[src/include/odw_consts.vh]
// constants for the octal converter serial write port
// assumes inclusion by bare name from src/ files
// What this block does
// - while frame-sync low, shift register enabled, data sampled on falling clock edges
// - input shift register is 32 bits, one bit per falling edge
// - converter output updates only after the 32nd falling edge
// - frame-sync high before 31st edge aborts; partial word discarded, outputs unchanged
// - load strobe gives asynchronous and synchronous update modes, chosen by host
`ifndef ODW_CONSTS_VH
`define ODW_CONSTS_VH
`define ODW_WORD_BITS     32
`define ODW_CNT_BITS      6
`define ODW_LAST_EDGE     6'h20
`define ODW_ABORT_EDGE    6'h1F
`define ODW_CHAN_BITS     3
`define ODW_CODE_BITS     16
`define ODW_CODE_LSB      4
`define ODW_CHAN_LSB      20
`define ODW_POR_CODE      16'h0000
`define ODW_FIFO_DEPTH    8
`define ODW_FIFO_AW       3
`define ODW_SYS_PERIOD_PS 8000
`define ODW_CLR_MIN_NS    80
`define ODW_CLR_CYCLES    ((`ODW_CLR_MIN_NS * 1000 + `ODW_SYS_PERIOD_PS - 1) / `ODW_SYS_PERIOD_PS)
`endif

[src/odw_fifo.v]
// parameterised word FIFO with valid/ready on both sides
// assumes a single clock domain, async active-low reset
`timescale 1ns/1ps
module odw_fifo #(
    parameter WIDTH = 32,
    parameter DEPTH = 8,
    parameter AW    = 3
) (
    input  wire             sys_clk,
    input  wire             resetn,
    input  wire             flush,
    input  wire [WIDTH-1:0] in_data,
    input  wire             in_valid,
    output wire             in_ready,
    output wire [WIDTH-1:0] out_data,
    output wire             out_valid,
    input  wire             out_ready
);
    reg [WIDTH-1:0] mem [0:DEPTH-1];
    reg [AW:0]      wr_ptr;
    reg [AW:0]      rd_ptr;
    wire            full;
    wire            empty;
    wire            do_wr;
    wire            do_rd;

    assign full      = (wr_ptr[AW] != rd_ptr[AW]) && (wr_ptr[AW-1:0] == rd_ptr[AW-1:0]);
    assign empty     = (wr_ptr == rd_ptr);
    assign in_ready  = !full;
    assign out_valid = !empty;
    assign out_data  = mem[rd_ptr[AW-1:0]];
    assign do_wr     = in_valid && !full;
    assign do_rd     = out_ready && !empty;

    always @(posedge sys_clk)
    begin
        if (do_wr)
            mem[wr_ptr[AW-1:0]] <= in_data;
    end

    always @(posedge sys_clk or negedge resetn)
    begin
        if (!resetn)
        begin
            wr_ptr <= {(AW+1){1'b0}};
            rd_ptr <= {(AW+1){1'b0}};
        end
        else if (flush)
        begin
            wr_ptr <= {(AW+1){1'b0}};
            rd_ptr <= {(AW+1){1'b0}};
        end
        else
        begin
            if (do_wr)
                wr_ptr <= wr_ptr + {{AW{1'b0}}, 1'b1};
            if (do_rd)
                rd_ptr <= rd_ptr + {{AW{1'b0}}, 1'b1};
        end
    end
endmodule

[src/odw_write_port.v]
// serial write front end: frame-sync, serial clock, data, load strobe, clear
// assumes all pins asynchronous to sys_clk; serial clock well below sys_clk/2
`timescale 1ns/1ps
`include "odw_consts.vh"
module odw_write_port (
    input  wire                        sys_clk,
    input  wire                        resetn,
    input  wire                        sync_n,
    input  wire                        sclk,
    input  wire                        sdin,
    input  wire                        load_strobe_n,
    input  wire                        clear_n,
    output reg  [8*`ODW_CODE_BITS-1:0] dac_code,
    output reg  [7:0]                  dac_updated,
    output reg                         word_ready,
    output reg                         frame_abort
);
    // two-flop synchronisers; logic reads the second stage and, for edge detection, its delayed copy
    reg [4:0] s1;
    reg [4:0] s2;
    reg       sclk_d;
    reg       sync_d;
    reg       ld_d;
    always @(posedge sys_clk or negedge resetn)
    begin
        if (!resetn)
        begin
            s1     <= 5'h1F;
            s2     <= 5'h1F;
            sclk_d <= 1'b1;
            sync_d <= 1'b1;
            ld_d   <= 1'b1;
        end
        else
        begin
            s1     <= {sync_n, sclk, sdin, load_strobe_n, clear_n};
            s2     <= s1;
            sclk_d <= s2[3];
            sync_d <= s2[4];
            ld_d   <= s2[1];
        end
    end
    wire sync_q  = s2[4];
    wire sclk_q  = s2[3];
    wire din_q   = s2[2];
    wire ld_q    = s2[1];
    wire clr_q   = s2[0];
    wire sclk_fall = sclk_d && !sclk_q;
    wire sync_rise = !sync_d && sync_q;
    wire ld_fall   = ld_d && !ld_q;

    reg [`ODW_WORD_BITS-1:0] shreg;
    reg [`ODW_CNT_BITS-1:0]  edges;
    reg                      frame_done;
    wire [`ODW_WORD_BITS-1:0] next_shreg = {shreg[`ODW_WORD_BITS-2:0], din_q};
    wire                     fifo_in_ready;

    // shift engine
    always @(posedge sys_clk or negedge resetn)
    begin
        if (!resetn)
        begin
            shreg       <= {`ODW_WORD_BITS{1'b0}};
            edges       <= {`ODW_CNT_BITS{1'b0}};
            frame_done  <= 1'b0;
            frame_abort <= 1'b0;
        end
        else
        begin
            frame_done  <= 1'b0;
            frame_abort <= 1'b0;
            if (sync_q)
            begin
                // short frame aborts; a frame stopped at edge 31 is just not complete
                if (sync_rise && edges < `ODW_ABORT_EDGE)
                    frame_abort <= 1'b1;
                edges <= {`ODW_CNT_BITS{1'b0}};
            end
            else if (sclk_fall && edges < `ODW_LAST_EDGE)
            begin
                shreg <= next_shreg;
                edges <= edges + 6'h01;
                if (edges == `ODW_LAST_EDGE - 6'h01)
                    frame_done <= fifo_in_ready;
            end
        end
    end

    // completed words queue here; full queue drops the word at source
    wire [`ODW_WORD_BITS-1:0] q_data;
    wire                      q_valid;
    reg                       q_take;
    odw_fifo #(
        .WIDTH (`ODW_WORD_BITS),
        .DEPTH (`ODW_FIFO_DEPTH),
        .AW    (`ODW_FIFO_AW)
    ) u_fifo (
        .sys_clk   (sys_clk),
        .resetn    (resetn),
        .flush     (!clr_q),
        .in_data   (shreg),
        .in_valid  (frame_done),
        .in_ready  (fifo_in_ready),
        .out_data  (q_data),
        .out_valid (q_valid),
        .out_ready (q_take)
    );

    // input registers per channel, then converter registers
    reg [8*`ODW_CODE_BITS-1:0] in_code;
    reg [7:0]                  pend;
    wire [2:0]  q_ch   = q_data[`ODW_CHAN_LSB +: `ODW_CHAN_BITS];
    wire [15:0] q_code = q_data[`ODW_CODE_LSB +: `ODW_CODE_BITS];
    // async mode: strobe already low when word completes -> immediate update
    wire        async_go = !ld_q;
    always @*
    begin
        q_take = q_valid;
    end

    genvar g;
    generate
        for (g = 0; g < 8; g = g + 1)
        begin : g_ch
            wire hit = q_take && (q_ch == g);
            always @(posedge sys_clk or negedge resetn)
            begin
                if (!resetn)
                begin
                    in_code[g*16 +: 16]  <= `ODW_POR_CODE;
                    dac_code[g*16 +: 16] <= `ODW_POR_CODE;
                    pend[g]              <= 1'b0;
                    dac_updated[g]       <= 1'b0;
                end
                else if (!clr_q)
                begin
                    in_code[g*16 +: 16]  <= `ODW_POR_CODE;
                    dac_code[g*16 +: 16] <= `ODW_POR_CODE;
                    pend[g]              <= 1'b0;
                    dac_updated[g]       <= 1'b0;
                end
                else
                begin
                    dac_updated[g] <= 1'b0;
                    if (hit)
                        in_code[g*16 +: 16] <= q_code;
                    if (hit && async_go)
                    begin
                        dac_code[g*16 +: 16] <= q_code;
                        dac_updated[g]       <= 1'b1;
                        pend[g]              <= 1'b0;
                    end
                    else if (ld_fall && pend[g])
                    begin
                        // sync mode: strobe falling edge loads held codes
                        dac_code[g*16 +: 16] <= in_code[g*16 +: 16];
                        dac_updated[g]       <= 1'b1;
                        pend[g]              <= hit;
                    end
                    else if (hit)
                        pend[g] <= 1'b1;
                end
            end
        end
    endgenerate

    always @(posedge sys_clk or negedge resetn)
    begin
        if (!resetn)
            word_ready <= 1'b0;
        else
            word_ready <= frame_done;
    end
endmodule

[config.mk]
export PLATFORM = sky130hd
export DESIGN_NAME = odw_write_port
export DESIGN_NICKNAME = d
export VERILOG_FILES = /design/src/odw_fifo.v /design/src/odw_write_port.v
export VERILOG_INCLUDE_DIRS = /design/src /design/src/include
export SDC_FILE = /design/constraint.sdc
export NUM_CORES = 1
export LEC_CHECK = 0
export BUFFER_PORTS_ARGS = -buffer_cell sky130_fd_sc_hd__buf_2
export CORE_ASPECT_RATIO = 1.1
export CORE_UTILIZATION = 25
export CTS_BUF_LIST = sky130_fd_sc_hd__clkbuf_8
export CTS_CLUSTER_DIAMETER = 150
export CTS_CLUSTER_SIZE = 24
export DETAILED_ROUTE_END_ITERATION = 6
export SYNTH_ARGS = -nofsm -noshare
export SYNTH_HDL_FRONTEND = slang
export SYNTH_SLANG_ARGS = --single-unit
[constraint.sdc]
create_clock -name sys_clk -period 4.7 [get_ports sys_clk]
set_input_delay 0.235 -clock sys_clk [delete_from_list [all_inputs] [get_ports sys_clk]]
set_output_delay 0.235 -clock sys_clk [all_outputs]
set_load 0.02 [all_outputs]
### After elaboration in Yosys (flattened, before gate mapping)

Memory sizes are Yosys's and may differ from the RTL's.
Index checks and enable logic that the tools add are counted.

| operators by class | value |
|---|---|
| add/sub/neg operators | 3 |
| $lt $le $gt $ge | 2 |
| equal/unequal tests | 37 |
| mux-type cells | 109 |
| bitwise logic cells | 1 |
| reductions and logical operators | 39 |

Operator list:

| operator | number |
|---|---|
| $mux 16 | 40 |
| $mux 1 | 63 |
| $ne 4x1->1 const B | 8 |
| $logic_and 1x1->1 | 31 |
| $ne 3x1->1 const B | 8 |
| $ne 2x1->1 const B | 9 |
| $mux 4 | 4 |
| $eq 3x3->1 const B | 4 |
| $mux 6 | 2 |
| $add 4x1->4 const B | 2 |
| $add 6x1->6 const B | 1 |
| $eq 3x2->1 const B | 2 |
| $eq 6x5->1 const B | 1 |
| $lt 6x5->1 const B | 1 |
| $lt 6x6->1 const B | 1 |
| $logic_not 1->1 | 5 |
| $eq 4x4->1 | 1 |
| $eq 3x1->1 const B | 1 |
| $eq 3x3->1 | 1 |
| $logic_not 3->1 | 1 |
| $ne 2x2->1 const B | 1 |
| $reduce_and 2->1 | 1 |
| $reduce_bool 2->1 | 1 |
| $ne 1x1->1 | 1 |
| $not 1->1 | 1 |

| word-level totals | value |
|---|---|
| register bits after elaboration | 334 |
| memory bits (writable) | 256 |
| bits of input ports | 7 |
| memories kept | 1 |

Memories:

| name | depth | width | read ports | clocked after memory_dff | wr ports | line | source |
|---|---|---|---|---|---|---|---|
| u_fifo.mem | 8 | 32 | 1 | 0 | 1 | odw_fifo.v:19 | `reg [WIDTH-1:0] mem [0:DEPTH-1];` |

### Logic depth before layout (Yosys ltp)

Gate-level depths: netlist (run 1).

| depth | value |
|---|---|
| depth after elaboration | 7 |
| depth in mapped cells | 9 |
| mapped depth without buffers | 4 |

### Modules after synthesis

From an unflattened synthesis (run 1), not the netlist that was laid out.

| unflattened totals | value |
|---|---|
| cell total of the unflattened synthesis | 1705 |
| area, all modules | 24138.2 µm² |

Modules (own cells, without submodules):

| module | times used | cells each | area an instance (µm²) |
|---|---|---|---|
| odw_write_port | 1 | 1254 | 13802.0 |
| odw_fifo | 1 | 451 | 10336.2 |

### Worst setup path before layout (run 1)

OpenSTA, ideal clock, no wires.

| timing path | value |
|---|---|
| path type | reg2reg |
| start | register u_fifo.rd_ptr[0] |
| end | memory u_fifo.mem[0][10], enable pin |
| data arrival time | 2.793 ns |
| required time | 4.281 ns |
| slack | 1.488 ns |
| cell stages (with the launch flop) | 7 |
| clock period less this slack | 3.212 ns |
| cell sequence | dfrtp_1 buf_6 buf_12 xor2_1 o41ai_1 or2_2 nor3_1 |

| on the way | value |
|---|---|
| longest elaborated chain between the ends | 6 |

Ends and longest elaborated chain:

| what | line | source |
|---|---|---|
| from (decl) | odw_fifo.v:21 | `reg [AW:0] rd_ptr;` |
| from (signal assigned) | odw_fifo.v:46 | `rd_ptr <= {(AW+1){1'b0}};` |
| from (signal assigned) | odw_fifo.v:51 | `rd_ptr <= {(AW+1){1'b0}};` |
| from (signal assigned) | odw_fifo.v:58 | `rd_ptr <= rd_ptr + {{AW{1'b0}}, 1'b1};` |
| $eq 3x3->1 | odw_fifo.v:27 | `assign full = (wr_ptr[AW] != rd_ptr[AW]) && (wr_ptr[AW-1:0] == rd_ptr[AW-1:0]);` |
| $logic_and 1x1->1 | odw_fifo.v:27 |  |
| $logic_not 1->1 | odw_fifo.v:32 | `assign do_wr = in_valid && !full;` |
| $logic_and 1x1->1 | odw_fifo.v:32 |  |
| $mux 1 | odw_fifo.v:37 | `if (do_wr)` |
| $mux 1 (implied by the code) | odw_fifo.v:38 | `mem[wr_ptr[AW-1:0]] <= in_data;` |
| to (decl) | odw_fifo.v:19 |  |

Every way passes these cells.

### Worst setup path in the final report (run 1)

| timing path | value |
|---|---|
| start | register u_fifo.rd_ptr[0] |
| end | register dac_code[91] |

| on the way | value |
|---|---|
| longest elaborated chain between the ends | 6 |
| elaborated cells between the ends (all ways) | 9 |

Ends and longest elaborated chain:

| what | line | source |
|---|---|---|
| $mem_v2 8x32 or $eq 4x4->1 (tied branches) | - |  |
| $eq 3x3->1 or $logic_not 1->1 (tied branches) | odw_write_port.v:125, odw_fifo.v:30 |  |
| $logic_and 1x1->1 | odw_write_port.v:125 | `wire hit = q_take && (q_ch == g);` |
| $logic_and 1x1->1 | odw_write_port.v:147 | `if (hit && async_go)` |
| $mux 16 | odw_write_port.v:147 |  |
| $mux 16 | odw_write_port.v:135 | `else if (!clr_q)` |
| to (signal, indexed assignment) | odw_write_port.v:131 | `` dac_code[g*16 +: 16] <= `ODW_POR_CODE; `` |
| to (signal, indexed assignment) | odw_write_port.v:138 | `` dac_code[g*16 +: 16] <= `ODW_POR_CODE; `` |
| to (signal, indexed assignment) | odw_write_port.v:149 | `dac_code[g*16 +: 16] <= q_code;` |
| to (decl) | odw_write_port.v:13 | `` output reg [8*`ODW_CODE_BITS-1:0] dac_code, `` |

Parallel ways exist; a longest one is shown, timed or not.
A chain may end at the register's enable or synchronous reset.

==> flow_metrics.env, run 1 <==
export IMPL_crit_buf_inv=1
export IMPL_fp_row_count=109
export IMPL_n_antenna_cell=0
export IMPL_ir_drop_v=0.000219
export IMPL_timing_fmax_mhz=293
export IMPL_worstPathMaxFanout=20
export IMPL_synth_edf_count=152
export IMPL_slew_viol_final=0
export IMPL_synth_ff_type="dfrtp_1"
export IMPL_drt_pass1_iter_count=5
export IMPL_status="completed"
export IMPL_p_per_area_nw_per_um2=282
export IMPL_cp_required_ns=5.26
export IMPL_hpwlAfterDp_mm=34.6
export IMPL_final_hold_violation_count=0
export IMPL_place_congestion=0.752
export IMPL_min_period_over_period=0.727
export IMPL_yosysWarnings=0
export IMPL_async_flop_share=0.681
export IMPL_seq_area_frac_synth=0.619
export IMPL_antenna_found_initial=1
export IMPL_die_w_um=275
export IMPL_cts_htree_levels=1
export IMPL_vias=11980
export IMPL_path_cells="buf_4 -> mux2i_1 -> mux4_2 -> or4_1 -> mux2i_1"
export IMPL_area_growth_pct=11.4
export IMPL_clock_path_buffers=3
export IMPL_core_area_um2=80900
export IMPL_setup_viol=0
export IMPL_clockRootBuffer="clkbuf_8"
export IMPL_wl_per_cell_um=20.5
export IMPL_dieArea_um2=83300
export IMPL_wl_mm=53.9
export IMPL_drive_gt1_frac=0.279
export IMPL_yosysTopAreaCell="dfrtp_1"
export IMPL_drc_errors=0
export IMPL_grt_pass1_wl_mm=81.4
export IMPL_portBuffers=144
export IMPL_synth_common_cells="dfrtp_1, nand2_1, mux2i_1, mux2_2, edfxtp_1"
export IMPL_slowest_stage="or4_1"
export IMPL_worst_setup_path_type="reg2reg"
export IMPL_finalNetCount=1574
export IMPL_cp_data_arrival_time_ns=3.98
export IMPL_overflow=0
export IMPL_postCtsSetupBuffers=0
export IMPL_clkLatencyLatePin_ns=0.65
export IMPL_max_stage_delay_ns=1.07
export IMPL_grtUsageTotal=0.129
export IMPL_rsz0062_at_grt="no"
export IMPL_drt_initial_drc_count=987
export IMPL_hold_class="in2async"
export IMPL_dpl_cell_area_um2=22400
export IMPL_syn_area_per_cell_um2=14.1
export IMPL_cp_common_cell="mux2i_1"
export IMPL_syn_nets=1464
export IMPL_leakagePower_nw=10.8
export IMPL_cts_buffers=24
export IMPL_cap_violations=0
export IMPL_critPathTopFamily="multiplexers"
export IMPL_ys_seq_elements=477
export IMPL_worstMarginPinSlew_ns=1.21
export IMPL_finalClockSkew_ns=0.0431
export IMPL_final_cell_area_um2=22900
export IMPL_setup_worst_path_start_class="register"
export IMPL_cts_tree="built"
export IMPL_synth_top_area_frac=0.380
export IMPL_yosysMostFrequentCell="dfrtp_1"
export IMPL_setup_tns_ns=0
export IMPL_postRouteAntennaNets=0
export IMPL_finish_utilization=0.283
export IMPL_grt_max_degree=121
export IMPL_io_pins=145
export IMPL_viasPerCell=4.54
export IMPL_die_y_um=303
export IMPL_fin_crit_ns=3.42
export IMPL_grt_pass1_vias=12507
export IMPL_synth_cells=1454
export IMPL_synthDistinctLibCells=41
export IMPL_synth_area_um2=20500
export IMPL_initial_utilization=0.254
export IMPL_cts_sinks=477
export IMPL_end_kind="register"
export IMPL_path_clk_slew_ns=0.16
export IMPL_yosys_top_cells_area="dfrtp_1, edfxtp_1, mux2i_1"
export IMPL_relSlewSlack=0.193
==> layer usage <==
layer | global-route usage | wire length [µm]
met1 | 0.170 | 23700
met5 | 0 | 9
met4 | 0.0222 | 795
met3 | 0.0234 | 2780
met2 | 0.222 | 26600
==> repair_timing <==
action,CTS,global route
hold buffers,6,0
hold endpoints to repair,91,0
gates resized for setup,0,0
setup endpoints to repair,0,0
==> path summary, 6_finish.rpt <==
| check | slack, ns | start | endpoint | cells past startpoint |
|---|---|---|---|---|
| min in group sys_clk | 0.23 | clear_n | s1[0] | 2 |
| max in group asynchronous | 3.28 | resetn | in_code[91] | 3 |
| setup / recovery | 1.28 | u_fifo.rd_ptr[0] | dac_code[91] | 5 |
| hold reg to reg | 0.37 | s1[3] | s2[3] | 0 |
| setup reg to reg | 1.28 | u_fifo.rd_ptr[0] | dac_code[91] | 5 |
| hold / removal | 0.20 | resetn | dac_code[25] | 2 |
==> cell families after synthesis <==
family / synth area share
flip-flops: 0.619
XOR/XNOR: 0.00597
multiplexers: 0.267
buffers and inverters: 0.0300
AO/OA/AOI/OAI: 0.00610
AND/OR/NAND/NOR: 0.0702
adder cells (fa/ha/maj): 0.00183
==> power by group <==
group	switching (mW)	internal, mW	total, mW
clock network	1.32	0.520	1.84
logic	0.130	0.0472	0.178
registers	0.0737	4.36	4.43
==> state kept, by name (all words and copies together), names as in the netlist, 4 cells and up <==
register / cells
u_fifo.mem: 152
s1: 5
dac_updated: 8
u_fifo.rd_ptr: 4
s2: 5
in_code: 128
u_fifo.wr_ptr: 4
pend: 8
edges: 6
shreg: 23
dac_code: 128
==> final cells by class <==
| class | count | area [µm²] |
|---|---|---|
| clock inverters | 19 | 95.1 |
| fillers | 8152 | 58000 |
| repair buffers | 192 | 1120 |
| well taps | 1054 | 1320 |
| multi-input cells | 865 | 7260 |
| flip-flops and latches | 477 | 12700 |
| inverters | 4 | 15.0 |
| clock buffers | 25 | 344 |
==> per-stage QoR <==
step	hold WS [ns]	std cells	worst slack (ns)	total power [mW]
2_1_floorplan	-0.0606	1454	1.49	4.57
3_3_place_gp	0.344	2586	1.33	4.68
3_5_place_dp	0.344	2586	1.25	4.69
4_1_cts	0.173	2636	1.22	6.54
5_1_grt	0.189	2636	1.08	6.71
6_report	0.198	2636	1.28	6.44
==> layout by cell type (no fill, tap or decap), types with 5 or more instances in the layout <==
cell / count
nand3b_1: 8
nand4_1: 12
mux4_2: 35
xnor2_1: 6
mux2_2: 168
clkbuf_8: 25
buf_2: 143
nor4_2: 5
dfstp_2: 12
nor2_1: 14
nand2_1: 286
edfxtp_1: 152
dlygate4sd3_1: 6
inv_1: 20
a21oi_1: 14
xor2_1: 8
mux2i_1: 272
buf_4: 41
dfrtp_1: 311
Power figures use the tool's default switching activity.
==> run 2: changes to the inputs <==
Settings changed: ABC_AREA set to 1.
Clock period 4.7 ns to 3.2 ns, I/O delays scaled along.
==> run 2 against run 1 <==
  * Clock skew increased by 0.0035 ns
  * Sequential share of layout area decreased by 0.69 points
  * Sequential power increased by 44%
  * Maximum frequency increased by 27%
  * Register-to-register slack got worse by 0.78 ns
  * Final area increased by 1.3%
  * Global-route usage increased by 1.7 points
  * Setup slack got worse by 0.78 ns
  * Non-clock buffer count increased by 21
  * Cell count increased by 28%
  * Largest cell class unchanged
==> flow_metrics.env, run 2 <==
export IMPL_status="completed"
export IMPL_vias=15630
export IMPL_finalNetCount=2316
export IMPL_slew_viol_final=0
export IMPL_n_fill_cell=8621
export IMPL_synthDistinctLibCells=39
export IMPL_cts_sinks=477
export IMPL_clockRootBuffer="clkbuf_8"
export IMPL_multi_input_area_um2=7130
export IMPL_synth_edf_count=152
export IMPL_p_sw_frac=0.233
export IMPL_setup_tns_ns=0
export IMPL_cp_data_arrival_time_ns=3.31
export IMPL_synth_top_area_frac=0.377
export IMPL_syn_area_per_cell_um2=9.50
export IMPL_drt_pass1_iter_count=7
export IMPL_p_per_area_nw_per_um2=398
export IMPL_cts_resized=0
export IMPL_synth_top_family_by_area="simple AND/OR/NAND/NOR gates"
export IMPL_max_stage_delay_ns=0.58
export IMPL_antenna_found_initial=0
export IMPL_worstMarginPinSlew_ns=1.09
export IMPL_grt_max_degree=118
export IMPL_setup_viol=0
export IMPL_cts_htree_levels=1
export IMPL_wl_per_cell_um=18.5
export IMPL_seqCellArea_um2=12700
export IMPL_mostFrequentLayoutCells="nand2_1, dfrtp_1, nand3_1, edfxtp_1, buf_2"
export IMPL_end_kind="register"
export IMPL_fp_row_count=110
export IMPL_place_congestion=0.813
export IMPL_drt_initial_drc_count=1477
export IMPL_yosysMostFrequentCell="nand2_1"
export IMPL_overflow=0
export IMPL_viasPerCell=4.63
export IMPL_dpl_cell_area_um2=22700
export IMPL_setup_worst_path_start_class="register"
export IMPL_synth_cells=2180
export IMPL_intPower_mw=7.06
export IMPL_final_cell_area_um2=23200
export IMPL_postRouteAntennaNets=0
export IMPL_cap_violations=0
export IMPL_synth_ff_type="dfrtp_1"
export IMPL_die_w_um=276
export IMPL_largest_reg_flops=152
export IMPL_power_frac_seq=0.694
export IMPL_slowest_stage="a21oi_4"
export IMPL_synthAdderAreaFrac=0.00181
export IMPL_synthXorXnorAreaFrac=0.00121
export IMPL_cts_tree="built"
export IMPL_hpwlAfterDp_mm=40.4
export IMPL_die_y_um=304
export IMPL_final_hold_violation_count=0
export IMPL_clkLatencyLatePin_ns=0.66
export IMPL_synth_common_cells="nand2_1, dfrtp_1, nand3_1, edfxtp_1, o21ai_0"
export IMPL_synth_simple_gate_area_frac=0.270
export IMPL_worstPathMaxFanout=56
export IMPL_timing_fmax_mhz=371
export IMPL_drc_errors=0
export IMPL_seq_area_frac_synth=0.614
export IMPL_initial_utilization=0.253
export IMPL_fin_total_pwr_mw=9.21
export IMPL_path_clk_slew_ns=0.16
export IMPL_cp_required_ns=3.81
export IMPL_cts_buffers=23
export IMPL_syn_nets=2190
export IMPL_n_antenna_cell=0
export IMPL_synth_area_um2=20700
export IMPL_rsz0062_at_grt="no"
export IMPL_synth_mux_area_frac=0
export IMPL_ir_drop_v=0.000231
export IMPL_layout_cells_non_filler=3379
export IMPL_dieArea_um2=84000
export IMPL_ys_seq_elements=477
export IMPL_clock_path_buffers=3
export IMPL_core_area_um2=81900
export IMPL_relSlewSlack=0.273
export IMPL_hold_class="in2async"
export IMPL_finalClockSkew_ns=0.0466
export IMPL_wl_mm=62.5
export IMPL_combPwrFrac=0.030
export IMPL_grt_pass1_vias=14893
export IMPL_portBuffers=144
export IMPL_io_pins=145
export IMPL_place_inst=3338
export IMPL_synth_compound_area_frac=0.0705
export IMPL_fin_crit_ns=2.70
export IMPL_yosysTopAreaCell="dfrtp_1"
export IMPL_grtUsageTotal=0.146
export IMPL_drive_gt1_frac=0.147
export IMPL_p_sw_mw=2.14
export IMPL_worst_setup_path_type="reg2reg"
export IMPL_area_growth_pct=11.8
export IMPL_final_common_cell="nand2_1"
export IMPL_path_cells="inv_6 -> nand2_1 -> nand3_1 -> nand2_1 -> nand2_1 -> nand2_1 -> nor2_4 -> nand3_4 -> a21oi_4 -> nand2_1 -> nand2_1"
export IMPL_clock_power_share=0.276
export IMPL_min_period_over_period=0.842
export IMPL_grt_pass1_wl_mm=95.8
export IMPL_yosys_top_cells_area="dfrtp_1, edfxtp_1, nand2_1"
export IMPL_async_flop_share=0.681
export IMPL_leakagePower_nw=11.2
export IMPL_yosysWarnings=0
export IMPL_cp_common_cell="nand2_1"
==> run 2: changes by cell type in the layout (fill, tap and decap cells not counted), moves of 14 or more <==
cell,change
nand2_1,+574
mux2i_1,-272
nand3_1,+234
mux2_2,-168
o21ai_0,+136
nor2_1,+69
o21ai_1,+63
inv_1,+41
mux4_2,-35
o22ai_1,+33
nor2_4,+16
buf_4,+14
==> run 2: final timing paths <==
kind | start | endpoint | slack, ns | cells past startpoint
worst max-delay path | u_fifo.rd_ptr[0] | dac_code[28] | 0.50 | 11
worst min-delay path | resetn | s2[1] | 0.13 | 2
worst max register to register | u_fifo.rd_ptr[0] | dac_code[28] | 0.50 | 11
worst min register to register | s1[3] | s2[3] | 0.37 | 0
max in group asynchronous | resetn | dac_code[66] | 2.23 | 4
min in group sys_clk | sdin | s1[2] | 0.15 | 2
==> run 2: cells by family (layout without fill, tap and decap cells) <==
group           after synthesis  in the layout
simple gates               1258           1258
compound gates              263            263
flops                       477            477
xor+xnor                      2              2
buf+inv                     177            312
fa+ha+maj                     3              3
==> run 2: power by group through the flow <==
stage,clock (mW),sequential (mW),combinational [mW]
6_report,2.54,6.39,0.275
2_1_floorplan,0,6.49,0.127
4_1_cts,2.65,6.39,0.284
5_1_grt,2.83,6.40,0.308
3_3_place_gp,0,6.51,0.271
3_5_place_dp,0,6.51,0.273
==> run 2: final cells by class <==
class / count / area share
Sequential cell: 477 / 0.549
Multi-Input combinational cell: 1526 / 0.308
Timing Repair Buffer: 213 / 0.0589
Tap cell: 1064 / 0.0575
Clock buffer: 23 / 0.0137
Inverter: 65 / 0.0109
Clock inverter: 11 / 0.00184
==> run 2: what timing repair did <==
item                                   in CTS  in global routing
endpoints found under the hold margin     280                  0
setup buffers                               0                  0
hold buffers                                7                  0
==> run 2: metrics by stage <==
step                setup WS, ns  hold WS (ns)   util
floorplan                  0.329        -0.136      -
global route               0.310        0.0987  0.283
detailed placement         0.577        0.0828  0.277
finish                     0.505         0.131  0.283
global placement           0.604        0.0815  0.277
CTS                        0.537        0.0896  0.283
==> run 2: metal layers <==
metal	GRT usage	wire length (µm)
met2	0.240	29400
met3	0.0272	4310
met4	0.0409	1810
met5	0	0
met1	0.197	26900
==> run 2: critical path, delay by kind of cell, from the launching register on <==
family / cells / cell delay [ns]
buffers and inverters: 1 / 0.30
flip-flops: 1 / 0.48
AND/OR/NAND/NOR: 9 / 1.23
AO/OA/AOI/OAI: 1 / 0.58
